==> src/vmdc_defs.svh <==
// Purpose: Offsets, field positions, reset values and volume/pacing codes of the volume/mute/dither control bank
// Assumes: 8-bit register bus, byte offsets
// Notes:   Definitions only
`ifndef VMDC_DEFS_SVH
`define VMDC_DEFS_SVH

// ********************************
// Register offsets
// ********************************
`define VMDC_ADDR_W          8
`define VMDC_DATA_W          8
`define VMDC_OFF_EMERG_RAMP  8'h40
`define VMDC_OFF_AUTO_MUTE   8'h41
`define VMDC_OFF_PRI_DITHER  8'h43
`define VMDC_OFF_RAMP_STAT   8'h4e
`define VMDC_OFF_VOL_STAT    8'h4f

// ********************************
// Reset values
// ********************************
`define VMDC_RST_EMERG_RAMP  8'h10
`define VMDC_RST_AUTO_MUTE   8'h07
`define VMDC_RST_PRI_DITHER  8'h00
`define VMDC_RST_VOLUME      8'hff

// ********************************
// Field positions
// ********************************
`define VMDC_EMERG_PACE_HI   7
`define VMDC_EMERG_PACE_LO   6
`define VMDC_EMERG_STEP_HI   5
`define VMDC_EMERG_STEP_LO   4
`define VMDC_AM_LINK_BIT     2
`define VMDC_AM_EN_B1_BIT    1
`define VMDC_AM_EN_B0_BIT    0
`define VMDC_AM_USED_MASK    8'h07
`define VMDC_NORM_DN_PACE_HI 7
`define VMDC_NORM_DN_PACE_LO 6
`define VMDC_NORM_DN_STEP_HI 5
`define VMDC_NORM_DN_STEP_LO 4
`define VMDC_NORM_UP_PACE_HI 3
`define VMDC_NORM_UP_PACE_LO 2
`define VMDC_NORM_UP_STEP_HI 1
`define VMDC_NORM_UP_STEP_LO 0

// ********************************
// Volume codes and pacing
// ********************************
`define VMDC_VOL_MUTE        8'hff
`define VMDC_PACE_INSTANT    2'h3
`define VMDC_STEP_4DB        8'h08

`endif

==> src/vmdc_pkg.sv <==
// Purpose: Types shared by the volume/mute/dither control bank
// Assumes: Constants live in vmdc_defs.svh
// Notes:   Nothing here is imported
package vmdc_pkg;

  typedef enum logic [1:0] {
    VMDC_MODE_PLAY  = 2'b00,
    VMDC_MODE_EMERG = 2'b01,
    VMDC_MODE_MUTE  = 2'b10,
    VMDC_MODE_HOLD  = 2'b11
  } vmdc_mode_t;

  typedef struct packed {
    logic [1:0] left_pri_ac_dither_gain;
    logic [1:0] right_pri_ac_dither_gain;
    logic [1:0] left_pri_dem_dither_gain;
    logic [1:0] right_pri_dem_dither_gain;
  } vmdc_dither_t;

  typedef struct packed {
    logic [1:0] pace;
    logic [1:0] step;
  } vmdc_ramp_t;

endpackage

==> src/vmdc_ctrl.sv <==
// Purpose: Volume ramp, auto-mute gating and primary dither gain control bank
// Assumes: Inputs synchronous to clk_sys_in; fs_tick_in is one cycle per audio sample
// Notes:   Volume code 0x00 loudest, 0xff mute, one code per 0.5 dB
//
// What this block does
// - Emergency settings only on clock error/power loss
// - Emergency pace: 1, 2, 4 samples or instant
// - Emergency step: 4, 2, 1, 0.5 dB
// - Link bit: independent or joint auto-mute
// - Zero-run length comes from separate setting
// - Bit 1 enables right channel auto-mute
// - Bit 0 enables left channel auto-mute
// - Linked and one disabled: never mute other
// - Left primary AC dither gain, bits 7-6
// - Right primary AC dither gain, bits 5-4
// - Left primary DEM dither gain, bits 3-2
// - Right primary DEM dither gain, bits 1-0
// - Soft mute/unmute use normal ramp settings
`timescale 1ns/1ps
`include "vmdc_defs.svh"

module vmdc_ctrl (
  input  wire logic                       clk_sys_in,
  input  wire logic                       rst_in,
  input  wire logic [`VMDC_ADDR_W-1:0]    reg_addr_in,
  input  wire logic [`VMDC_DATA_W-1:0]    reg_wdata_in,
  input  wire logic                       reg_wr_in,
  input  wire logic                       reg_rd_in,
  output logic      [`VMDC_DATA_W-1:0]    reg_rdata_out,
  input  wire logic                       fs_tick_in,
  input  wire logic                       clk_err_in,
  input  wire logic                       power_loss_in,
  input  wire logic                       soft_mute_pin_n_in,
  input  wire logic                       soft_mute_reg_in,
  input  wire logic [`VMDC_DATA_W-1:0]    normal_ramp_cfg_in,
  input  wire logic [`VMDC_DATA_W-1:0]    vol_target_in,
  input  wire logic                       zero_run_l_in,
  input  wire logic                       zero_run_r_in,
  output logic      [`VMDC_DATA_W-1:0]    vol_out,
  output vmdc_pkg::vmdc_mode_t            ramp_mode_out,
  output logic                            auto_mute_l_out,
  output logic                            auto_mute_r_out,
  output vmdc_pkg::vmdc_dither_t          dither_gain_out
);

  // ********************************
  // Register file
  // ********************************
  logic [`VMDC_DATA_W-1:0] emerg_ramp_ctrl_q;
  logic [`VMDC_DATA_W-1:0] emerg_ramp_ctrl_d;
  logic [`VMDC_DATA_W-1:0] auto_mute_ctrl_q;
  logic [`VMDC_DATA_W-1:0] auto_mute_ctrl_d;
  logic [`VMDC_DATA_W-1:0] primary_dither_gain_q;
  logic [`VMDC_DATA_W-1:0] primary_dither_gain_d;
  logic [`VMDC_DATA_W-1:0] rdata_q;
  logic [`VMDC_DATA_W-1:0] rdata_d;
  // Status state is read back here, so it is declared ahead of the decoder
  vmdc_pkg::vmdc_mode_t    ramp_mode_q;
  logic [`VMDC_DATA_W-1:0] vol_q;
  logic                    auto_mute_l_q;
  logic                    auto_mute_r_q;

  always_comb begin
    emerg_ramp_ctrl_d     = emerg_ramp_ctrl_q;
    auto_mute_ctrl_d      = auto_mute_ctrl_q;
    primary_dither_gain_d = primary_dither_gain_q;
    if (reg_wr_in) begin
      unique case (reg_addr_in)
        `VMDC_OFF_EMERG_RAMP: begin
          emerg_ramp_ctrl_d = reg_wdata_in;
        end
        `VMDC_OFF_AUTO_MUTE: begin
          auto_mute_ctrl_d = reg_wdata_in;
        end
        // Reserved DEM codes are stored as written; software keeps them out
        `VMDC_OFF_PRI_DITHER: begin
          primary_dither_gain_d = reg_wdata_in;
        end
        default: begin
        end
      endcase
    end
  end

  always_comb begin
    rdata_d = 8'h00;
    if (reg_rd_in) begin
      unique case (reg_addr_in)
        `VMDC_OFF_EMERG_RAMP: begin
          rdata_d = emerg_ramp_ctrl_q;
        end
        `VMDC_OFF_AUTO_MUTE: begin
          rdata_d = auto_mute_ctrl_q;
        end
        `VMDC_OFF_PRI_DITHER: begin
          rdata_d = primary_dither_gain_q;
        end
        `VMDC_OFF_RAMP_STAT: begin
          rdata_d = {4'h0, ramp_mode_q, auto_mute_r_q, auto_mute_l_q};
        end
        `VMDC_OFF_VOL_STAT: begin
          rdata_d = vol_q;
        end
        default: begin
          rdata_d = 8'h00;
        end
      endcase
    end
  end

  // ********************************
  // Ramp mode selection
  // ********************************
  logic                 emerg_req;
  logic                 soft_mute_req;
  vmdc_pkg::vmdc_mode_t ramp_mode_d;
  vmdc_pkg::vmdc_ramp_t ramp_sel;
  logic [`VMDC_DATA_W-1:0] vol_d;
  logic [`VMDC_DATA_W-1:0] vol_goal;

  assign emerg_req     = clk_err_in | power_loss_in;
  assign soft_mute_req = ~soft_mute_pin_n_in | soft_mute_reg_in;

  // Emergency outranks soft mute: a dying clock must not wait on a slow ramp
  always_comb begin
    if (emerg_req) begin
      ramp_mode_d = vmdc_pkg::VMDC_MODE_EMERG;
    end else if (soft_mute_req) begin
      ramp_mode_d = vmdc_pkg::VMDC_MODE_MUTE;
    end else if (vol_q == vol_target_in) begin
      ramp_mode_d = vmdc_pkg::VMDC_MODE_HOLD;
    end else begin
      ramp_mode_d = vmdc_pkg::VMDC_MODE_PLAY;
    end
  end

  always_comb begin
    vol_goal = vol_target_in;
    ramp_sel = '{pace: normal_ramp_cfg_in[`VMDC_NORM_UP_PACE_HI:`VMDC_NORM_UP_PACE_LO],
                 step: normal_ramp_cfg_in[`VMDC_NORM_UP_STEP_HI:`VMDC_NORM_UP_STEP_LO]};
    unique case (ramp_mode_d)
      vmdc_pkg::VMDC_MODE_EMERG: begin
        vol_goal = `VMDC_VOL_MUTE;
        ramp_sel = '{pace: emerg_ramp_ctrl_q[`VMDC_EMERG_PACE_HI:`VMDC_EMERG_PACE_LO],
                     step: emerg_ramp_ctrl_q[`VMDC_EMERG_STEP_HI:`VMDC_EMERG_STEP_LO]};
      end
      vmdc_pkg::VMDC_MODE_MUTE: begin
        vol_goal = `VMDC_VOL_MUTE;
        ramp_sel = '{pace: normal_ramp_cfg_in[`VMDC_NORM_DN_PACE_HI:`VMDC_NORM_DN_PACE_LO],
                     step: normal_ramp_cfg_in[`VMDC_NORM_DN_STEP_HI:`VMDC_NORM_DN_STEP_LO]};
      end
      vmdc_pkg::VMDC_MODE_PLAY, vmdc_pkg::VMDC_MODE_HOLD: begin
        // Quieter target uses the down settings, louder the up settings
        if (vol_target_in > vol_q) begin
          ramp_sel = '{pace: normal_ramp_cfg_in[`VMDC_NORM_DN_PACE_HI:`VMDC_NORM_DN_PACE_LO],
                       step: normal_ramp_cfg_in[`VMDC_NORM_DN_STEP_HI:`VMDC_NORM_DN_STEP_LO]};
        end
      end
    endcase
  end

  // ********************************
  // Volume pacing and stepping
  // ********************************
  logic [1:0]              pace_cnt_q;
  logic [1:0]              pace_cnt_d;
  logic [2:0]              pace_period;
  logic                    update_now;
  logic [`VMDC_DATA_W-1:0] step_size;
  logic [`VMDC_DATA_W:0]   vol_up_sum;
  logic [`VMDC_DATA_W-1:0] vol_dn_diff;

  // Periods of 1, 2 and 4 sample ticks per update
  assign pace_period = 3'h1 << ramp_sel.pace;
  // Step codes 00..11 give 8, 4, 2, 1 half-dB codes
  assign step_size   = `VMDC_STEP_4DB >> ramp_sel.step;
  assign update_now  = fs_tick_in & ({1'b0, pace_cnt_q} + 3'h1 >= pace_period);
  assign vol_up_sum  = {1'b0, vol_q} + {1'b0, step_size};
  assign vol_dn_diff = vol_q - step_size;

  always_comb begin
    pace_cnt_d = pace_cnt_q;
    vol_d      = vol_q;
    if (ramp_mode_d != ramp_mode_q) begin
      // A new ramp restarts its pacing from a full period
      pace_cnt_d = 2'h0;
    end else if (fs_tick_in) begin
      pace_cnt_d = update_now ? 2'h0 : pace_cnt_q + 2'h1;
    end
    if (ramp_sel.pace == `VMDC_PACE_INSTANT) begin
      vol_d = vol_goal;
    end else if (update_now) begin
      if (vol_q < vol_goal) begin
        // Last step clamps at the goal, never wrapping past mute
        if (vol_up_sum >= {1'b0, vol_goal}) begin
          vol_d = vol_goal;
        end else begin
          vol_d = vol_up_sum[`VMDC_DATA_W-1:0];
        end
      end else if (vol_q > vol_goal) begin
        if ((vol_q < step_size) || (vol_dn_diff <= vol_goal)) begin
          vol_d = vol_goal;
        end else begin
          vol_d = vol_dn_diff;
        end
      end
    end
  end

  // ********************************
  // Auto-mute gating
  // ********************************
  logic auto_mute_l_d;
  logic auto_mute_r_d;
  logic am_link;
  logic am_en_r;
  logic am_en_l;

  // Zero-run inputs are already qualified by the separate duration setting
  assign am_link = auto_mute_ctrl_q[`VMDC_AM_LINK_BIT];
  assign am_en_r = auto_mute_ctrl_q[`VMDC_AM_EN_B1_BIT];
  assign am_en_l = auto_mute_ctrl_q[`VMDC_AM_EN_B0_BIT];

  always_comb begin
    if (am_link) begin
      // Joint mute needs both channels enabled and both zero
      auto_mute_l_d = am_en_l & am_en_r & zero_run_l_in & zero_run_r_in;
      auto_mute_r_d = auto_mute_l_d;
    end else begin
      auto_mute_l_d = am_en_l & zero_run_l_in;
      auto_mute_r_d = am_en_r & zero_run_r_in;
    end
  end

  // ********************************
  // State registers
  // ********************************
  always_ff @(posedge clk_sys_in) begin
    if (rst_in) begin
      emerg_ramp_ctrl_q     <= `VMDC_RST_EMERG_RAMP;
      auto_mute_ctrl_q      <= `VMDC_RST_AUTO_MUTE;
      primary_dither_gain_q <= `VMDC_RST_PRI_DITHER;
      rdata_q               <= 8'h00;
      ramp_mode_q           <= vmdc_pkg::VMDC_MODE_PLAY;
      pace_cnt_q            <= 2'h0;
      vol_q                 <= `VMDC_RST_VOLUME;
      auto_mute_l_q         <= 1'b0;
      auto_mute_r_q         <= 1'b0;
    end else begin
      emerg_ramp_ctrl_q     <= emerg_ramp_ctrl_d;
      auto_mute_ctrl_q      <= auto_mute_ctrl_d;
      primary_dither_gain_q <= primary_dither_gain_d;
      rdata_q               <= rdata_d;
      ramp_mode_q           <= ramp_mode_d;
      pace_cnt_q            <= pace_cnt_d;
      vol_q                 <= vol_d;
      auto_mute_l_q         <= auto_mute_l_d;
      auto_mute_r_q         <= auto_mute_r_d;
    end
  end

  // ********************************
  // Outputs
  // ********************************
  assign reg_rdata_out   = rdata_q;
  assign vol_out         = vol_q;
  assign ramp_mode_out   = ramp_mode_q;
  assign auto_mute_l_out = auto_mute_l_q;
  assign auto_mute_r_out = auto_mute_r_q;
  assign dither_gain_out = vmdc_pkg::vmdc_dither_t'(primary_dither_gain_q);

endmodule // vmdc_ctrl

==> config.mk <==
export PLATFORM = sky130hd
export DESIGN_NAME = vmdc_ctrl
export DESIGN_NICKNAME = d
export VERILOG_FILES = /design/src/vmdc_pkg.sv /design/src/vmdc_ctrl.sv
export VERILOG_INCLUDE_DIRS = /design/src /design/src/src
export SDC_FILE = /design/constraint.sdc
export NUM_CORES = 1
export LEC_CHECK = 0
export BUFFER_PORTS_ARGS = -buffer_cell sky130_fd_sc_hd__buf_2
export CAP_MARGIN = 15
export CORE_ASPECT_RATIO = 1.75
export CORE_UTILIZATION = 35
export CTS_BUF_LIST = sky130_fd_sc_hd__clkbuf_16
export CTS_CLUSTER_SIZE = 14
export DETAILED_ROUTE_END_ITERATION = 16
export GPL_TIMING_DRIVEN = 0
export PLACE_DENSITY = 0.63
export SYNTH_ARGS = -nofsm -noshare
export SYNTH_HDL_FRONTEND = slang
export SYNTH_SLANG_ARGS = --single-unit
==> constraint.sdc <==
create_clock -name clk_sys_in -period 13.45 [get_ports clk_sys_in]
set_input_delay 0.6725 -clock clk_sys_in [delete_from_list [all_inputs] [get_ports clk_sys_in]]
set_output_delay 0.6725 -clock clk_sys_in [all_outputs]
set_load 0.02 [all_outputs]
==> results of run 1 <==
[cell usage after synthesis, types with 2 or more instances]
master,number,area share
a211oi_1,5,0.010
a21o_1,10,0.021
a21oi_1,39,0.054
a221o_1,3,0.0082
a31o_2,2,0.0048
a31oi_1,6,0.010
a32oi_1,10,0.024
buf_2,6,0.0082
clkbuf_1,13,0.013
dfxtp_1,46,0.25
fa_1,2,0.011
ha_1,45,0.15
inv_1,15,0.015
mux2i_1,24,0.066
nand2_1,41,0.042
nand2b_1,8,0.014
nand3_1,19,0.026
nand4_1,6,0.010
nor2_1,53,0.055
nor2b_1,17,0.029
nor3_1,10,0.014
o211ai_1,4,0.0082
o21ai_0,21,0.029
o31a_1,2,0.0048
or2_2,2,0.0034
xnor2_1,10,0.024
xor2_1,4,0.0096
[cell type report]
cell class / instances / area, um2 / share of cell area
Buffer: 20 / 82.58 / 0.01925
Clock buffer: 5 / 125.1 / 0.02916
Clock inverter: 2 / 33.78 / 0.007874
Inverter: 16 / 60.06 / 0.01400
Multi-Input combinational cell: 372 / 2581 / 0.6016
Sequential cell: 46 / 920.9 / 0.2146
Tap cell: 125 / 156.4 / 0.03645
Timing Repair Buffer: 66 / 330.3 / 0.07699
[state kept, by name, indices dropped and copies added (netlist names)]
signal,flops
auto_mute_ctrl_q,8
auto_mute_l_out,1
auto_mute_r_out,1
dither_gain_out,8
emerg_ramp_ctrl_q,8
pace_cnt_q,2
ramp_mode_out,2
reg_rdata_out,8
vol_out,8
[per-layer routing]
| metal | vias to the layer above | routed length (um) |
|---|---|---|
| li1 | 1788 | - |
| met5 | - | 0 |
| met3 | 53 | 494 |
| met4 | 0 | 882 |
| met2 | 152 | 6305 |
| met1 | 1757 | 3940 |
[critical path: cells and delay by family, from the launching register on]
kind | cells | cell delay (ns)
AOI/OAI and AO/OA | 7 | 2.11
xor gates and xnor gates | 1 | 0.21
adders and majority gates | 5 | 1.36
buffers and inverters | 5 | 1.01
DFF | 1 | 0.36
and+or+nand+nor | 9 | 1.72
[how the worst max path moves through the flow]
stage | from | end | slack [ns] | cells past startpoint
5_1_grt | vol_out[7] | vol_out[0] | 6.06 | 27
2_1_floorplan | vol_out[7] | vol_out[0] | 7.90 | 26
3_5_place_dp | vol_out[7] | vol_out[0] | 6.59 | 27
6_report | vol_out[7] | vol_out[0] | 6.55 | 27
4_1_cts | vol_out[7] | vol_out[0] | 6.59 | 27
3_3_place_gp | vol_out[7] | vol_out[0] | 6.72 | 27
[where the power goes]
part	total (uW)	internal, uW	switching (uW)
sequential	165	146	19.2
combinational	379	146	233
clock	135	85.9	49.0
total	679	377	301
[per-stage QoR]
| stage | worst slack (ns) | utilization | cell area [um2] | power [uW] | hold slack, ns |
|---|---|---|---|---|---|
| 2_1_floorplan | 7.902 | - | 3645 | 431.4 | 0.4360 |
| 3_5_place_dp | 6.589 | 0.4144 | 4131 | 537.1 | 0.4539 |
| 3_3_place_gp | 6.720 | 0.4144 | 4131 | 527.8 | 0.4427 |
| 5_1_grt | 6.057 | 0.4303 | 4290 | 723.2 | 0.4791 |
| 4_1_cts | 6.592 | 0.4303 | 4290 | 675.2 | 0.4620 |
| 6_report | 6.555 | 0.4303 | 4290 | 678.8 | 0.4610 |
[cell usage in the layout (no fill, tap or decap), types with 4 or more instances in the layout]
master / instances
clkbuf_1: 13
nor3_1: 10
a211oi_1: 5
o21ai_0: 21
buf_2: 72
ha_1: 45
nor2b_1: 17
a32oi_1: 10
nand3_1: 19
nand2b_1: 8
a21oi_1: 39
dfxtp_1: 46
xnor2_1: 10
clkbuf_16: 5
o211ai_1: 4
nor2_1: 53
a31oi_1: 6
nand4_1: 6
nand2_1: 41
mux2i_1: 24
xor2_1: 4
inv_1: 15
a21o_1: 10
[cells by family (layout without fill, tap and decap cells)]
logic type               count (synthesis)  in the layout  share of synthesized area
AO/OA/AOI/OAI                          119            119                     0.2173
XOR/XNOR                                14             14                    0.03364
adder cells (fa/ha/maj)                 47             47                     0.1655
buffers and inverters                   36            109                    0.03913
flip-flops                              46             46                     0.2527
multiplexers                            25             25                    0.06900
AND/OR/NAND/NOR                        167            167                     0.2228
==> impl_metrics.ini, run 1 <==
[grt]
grt_pass1_vias = 3719
met2_usage = 0.4248
grt_pass1_wl_um = 18130
grt.busiest_layer = met2
grt_overflow = 0
track_usage = 0.2193
antenna_found_initial = 0
met3_usage = 0.03067
grt.met1_usage = 0.1960
grt_max_degree = 14

[die]
io_pins = 71
die-height_um = 137.0
rows = 48
dieArea_um2 = 10840
core_um2 = 9970
die_x_um = 79.14
initial_core_util = 0.3656

[synthesis]
synth-edff-count = 0
syn_inst = 454
ys_types = 58
postSynthAreaPerCell_um2 = 8.028
synth-seq-cells = 46
syn-cell-area_um2 = 3645
ys.flop_type = dfxtp_1
syn_nets = 544
yosys_warnings = 0
ys_seq_area_frac = 0.2527
ys_async_sr_fraction = 0

[sta]
skew_ns = 0.006486
rsz0062_at_grt = no
fin_crit_sh = 0.5127
max_slew_margin = 0.5204
tightest_slew_ns = 0.7193
fmaxAchievable_mhz = 145.0
finalSetupViolations = 0
setup-tns-final_ns = 0
fin_crit_ns = 6.895
hold_viol = 0
slew_viol_final = 0

[setup_path]
critPathMostFrequentCell = ha_1
reg2reg_slack_ns = 6.55
cp.arrival_ns = 7.07
r2r_cells = 27
setup.worst_path.end_class = register
timing.rr.start = vol_out[7]
critPathKind = reg -> reg
slowest_stage = a211oi_2
timing.rr.end = vol_out[0]
required_ns = 13.62
cp-start-kind = register
crit_path_max_incr_delay_ns = 0.52
cp_max_fo = 10

[final_layout]
drive_gt1_frac = 0.1803
fillCellCount = 1101
nets = 617
n_antenna_cell = 0
syn2layout_area_growth_pct = 17.71
final_cells = 652

[clock_tree]
clockRootBuffer = clkbuf_16
cts_tree = done
cts_max_path_buffers = 2
htreeDepth = 2
cts_resized = 0
insertion_delay_ns = 0.29
hold_buffers = 0
cts_setup_buffers = 0
path_clk_slew_ns = 0.06
cts_inserted_buffers = 5
cts.sinks = 46

[worst_hold_path]
worstHoldStart = emerg_ramp_ctrl_q[1]
min_path_cells = 2
whs_endpoint = emerg_ramp_ctrl_q[1]
hp-class = reg -> reg

[placed_design]
place.gp.congestion = 0.9331
numPortBuffers = 66
placedCellCount = 645
hpwlAfterDp_um = 9613

[pwr]
power_leakage_uw = 0.001885
ir_drop_v = 0.0001259
power_density_nw_per_um2 = 158.2

[drt]
post_drt_wl_per_cell_um = 17.83
antenna_left = 0
dr.pass1.iters = 5
wl_um = 11620
vias_per_cell = 5.752
drt_iter0_markers = 230
vias = 3750
route.detailed.drc = 0

[flow_run]
maxCapViolCount = 0

[status]
status = complete, no violations
Power figures use the tool's default switching activity.
==> inputs of run 2 (changes only) <==
- PLACE_DENSITY: 0.63 -> 0.65
- clock period: 13.45 -> 5.9 ns (I/O delays scaled with it)
==> impl_metrics.ini, run 2 (synthesized netlist as in run 1, its figures left out) <==
[status]
status = complete, no violations

[clock_tree]
cts_max_path_buffers = 2
hold_buffers = 0
cts_inserted_buffers = 5
cts.sinks = 46
cts_tree = done
htreeDepth = 2
clockRootBuffer = clkbuf_16
insertion_delay_ns = 0.29
path_clk_slew_ns = 0.06

[placed_design]
placedCellCount = 645
place.gp.congestion = 0.9445
numPortBuffers = 66
dp_slack_ns = -0.6007
hpwlAfterDp_um = 9659

[die]
dieArea_um2 = 10840
initial_core_util = 0.3656
rows = 48
core_um2 = 9970
die-height_um = 137.0
io_pins = 71
die_x_um = 79.14

[sta]
timing.final.ws_setup_ns = 0.1985
fin_crit_ns = 5.702
holdWs_ns = 0.2674
hold_viol = 0
tightest_slew_ns = 0.7126
fmaxAchievable_mhz = 175.4
skew_ns = 0.004210
slew_viol_final = 0
setup-tns-final_ns = 0
fin_crit_sh = 0.9664
max_slew_margin = 0.5249
finalSetupViolations = 0

[setup_path]
critPathKind = reg -> reg
cp_num_buf_inv = 5
critPathMostFrequentCell = ha_1
reg2reg_slack_ns = 0.20
cp.arrival_ns = 5.91
cp_max_fo = 10
critical_path.top_delay_family = compound AO/OA/AOI/OAI gates
required_ns = 6.10
crit_path_max_incr_delay_ns = 0.46
slowest_stage = a211oi_4
setup.worst_path.end_class = register
cp-start-kind = register

[grt]
grt_overflow = 0
grt_pass1_wl_um = 18900
antenna_found_initial = 0
track_usage = 0.2285
grt_max_degree = 14
grt_pass1_vias = 3825

[pwr]
power_density_nw_per_um2 = 366.8
p_sw_uw = 754.9
intPower_uw = 916.3
clkPwrFrac = 0.162
power_leakage_uw = 0.001986
sequentialPowerShare = 0.227
p_comb_frac = 0.611
p_sw_frac = 0.4517
ir_drop_v = 0.0002337

[drt]
drt_iter0_markers = 285
vias = 3739
post_drt_wl_per_cell_um = 18.21
dr.pass1.iters = 5
antenna_left = 0
route.detailed.drc = 0
vias_per_cell = 5.614
wl_um = 12130

[final_layout]
final_cell_mix = buf_2 (69), nor2_1 (51), ha_1 (42), dfxtp_1 (42), nand2_1 (41)
final_cells = 666
nets = 630
utilization = 0.4571
drive_gt1_frac = 0.2477
syn2layout_area_growth_pct = 25.03
layout.cells.most_common = buf_2
n_antenna_cell = 0
fillCellCount = 1016

[worst_hold_path]
hp-class = in -> reg

[flow_run]
maxCapViolCount = 0
[run 2: cell count changes in the layout (fill, tap and decap cells not counted), moves of 3 or more]
cell      before  now
a31oi_1        6    3
buf_6          0    3
dfxtp_1       46   42
dfxtp_2        0    3
ha_1          45   42
a31oi_4        0    3
clkbuf_1      13    9
buf_2         72   69
buf_4          0   15
[run 2: worst reg2reg max path, cell delays in order (launching register included)]
cell and delay (ns):
dfxtp_2 0.35, buf_6 0.16, inv_1 0.08, ha_1 0.30, nand4_1 0.20, nor2_1 0.08, a21boi_1 0.43, ha_4 0.25
buf_4 0.17, nand3_1 0.14, a31oi_4 0.26, and2_4 0.19, ha_1 0.16, inv_1 0.05, fa_1 0.40, a21oi_1 0.14
nor2b_1 0.10, nor4_2 0.30, xnor2_1 0.18, ha_1 0.29, a21o_1 0.19, a211oi_4 0.46, buf_4 0.21, nor3_1 0.06
o32a_1 0.32, a32oi_1 0.15
[run 2: path summary, 6_finish.rpt]
check / depth (start not counted) / start / endpoint
setup / recovery: 25 / vol_out[5] / vol_out[6]
hold / removal: 3 / reg_wdata_in[0] / auto_mute_ctrl_q[0]
setup reg to reg: 25 / vol_out[5] / vol_out[6]
hold reg to reg: 2 / emerg_ramp_ctrl_q[2] / emerg_ramp_ctrl_q[2]
[run 2: cell type report]
cell class	instances	area, um2	share of cell area
Timing Repair Buffer	80	435.4	0.09555
Multi-Input combinational cell	373	2734	0.5999
Clock buffer	5	125.1	0.02746
Clock inverter	3	12.51	0.002746
Inverter	16	63.81	0.01400
Buffer	18	101.3	0.02224
Tap cell	125	156.4	0.03432
Sequential cell	46	928.4	0.2037
[run 2: what timing repair did]
action / CTS / global route
buffers inserted: 2 / 12
cloned: 0 / 1
pin swaps: 1 / 9
resized for setup: 16 / 31
endpoints found under the setup margin: 8 / 8
[run 2: power groups by stage]
stage	combinational [uW]	sequential, uW	clock [uW]
2_1_floorplan	593	390	0
3_3_place_gp	817	380	0
3_5_place_dp	842	381	0
4_1_cts	900	375	272
5_1_grt	1110	383	282
6_report	1020	379	270
[run 2: stage by stage]
stage | cell area (um2) | power (uW)
detailed placement | 4131 | 1223
floorplan | 3645 | 983.5
finish | 4557 | 1671
CTS | 4363 | 1547
global route | 4557 | 1772
global placement | 4131 | 1197
[run 2: metal layers]
metal,GRT usage,wire length [um],part of all wire
met2,0.4617,6836,0.56
met3,0.02733,495,0.041
met4,0.1343,689,0.057
met5,0,0,0
met1,0.2097,4108,0.34
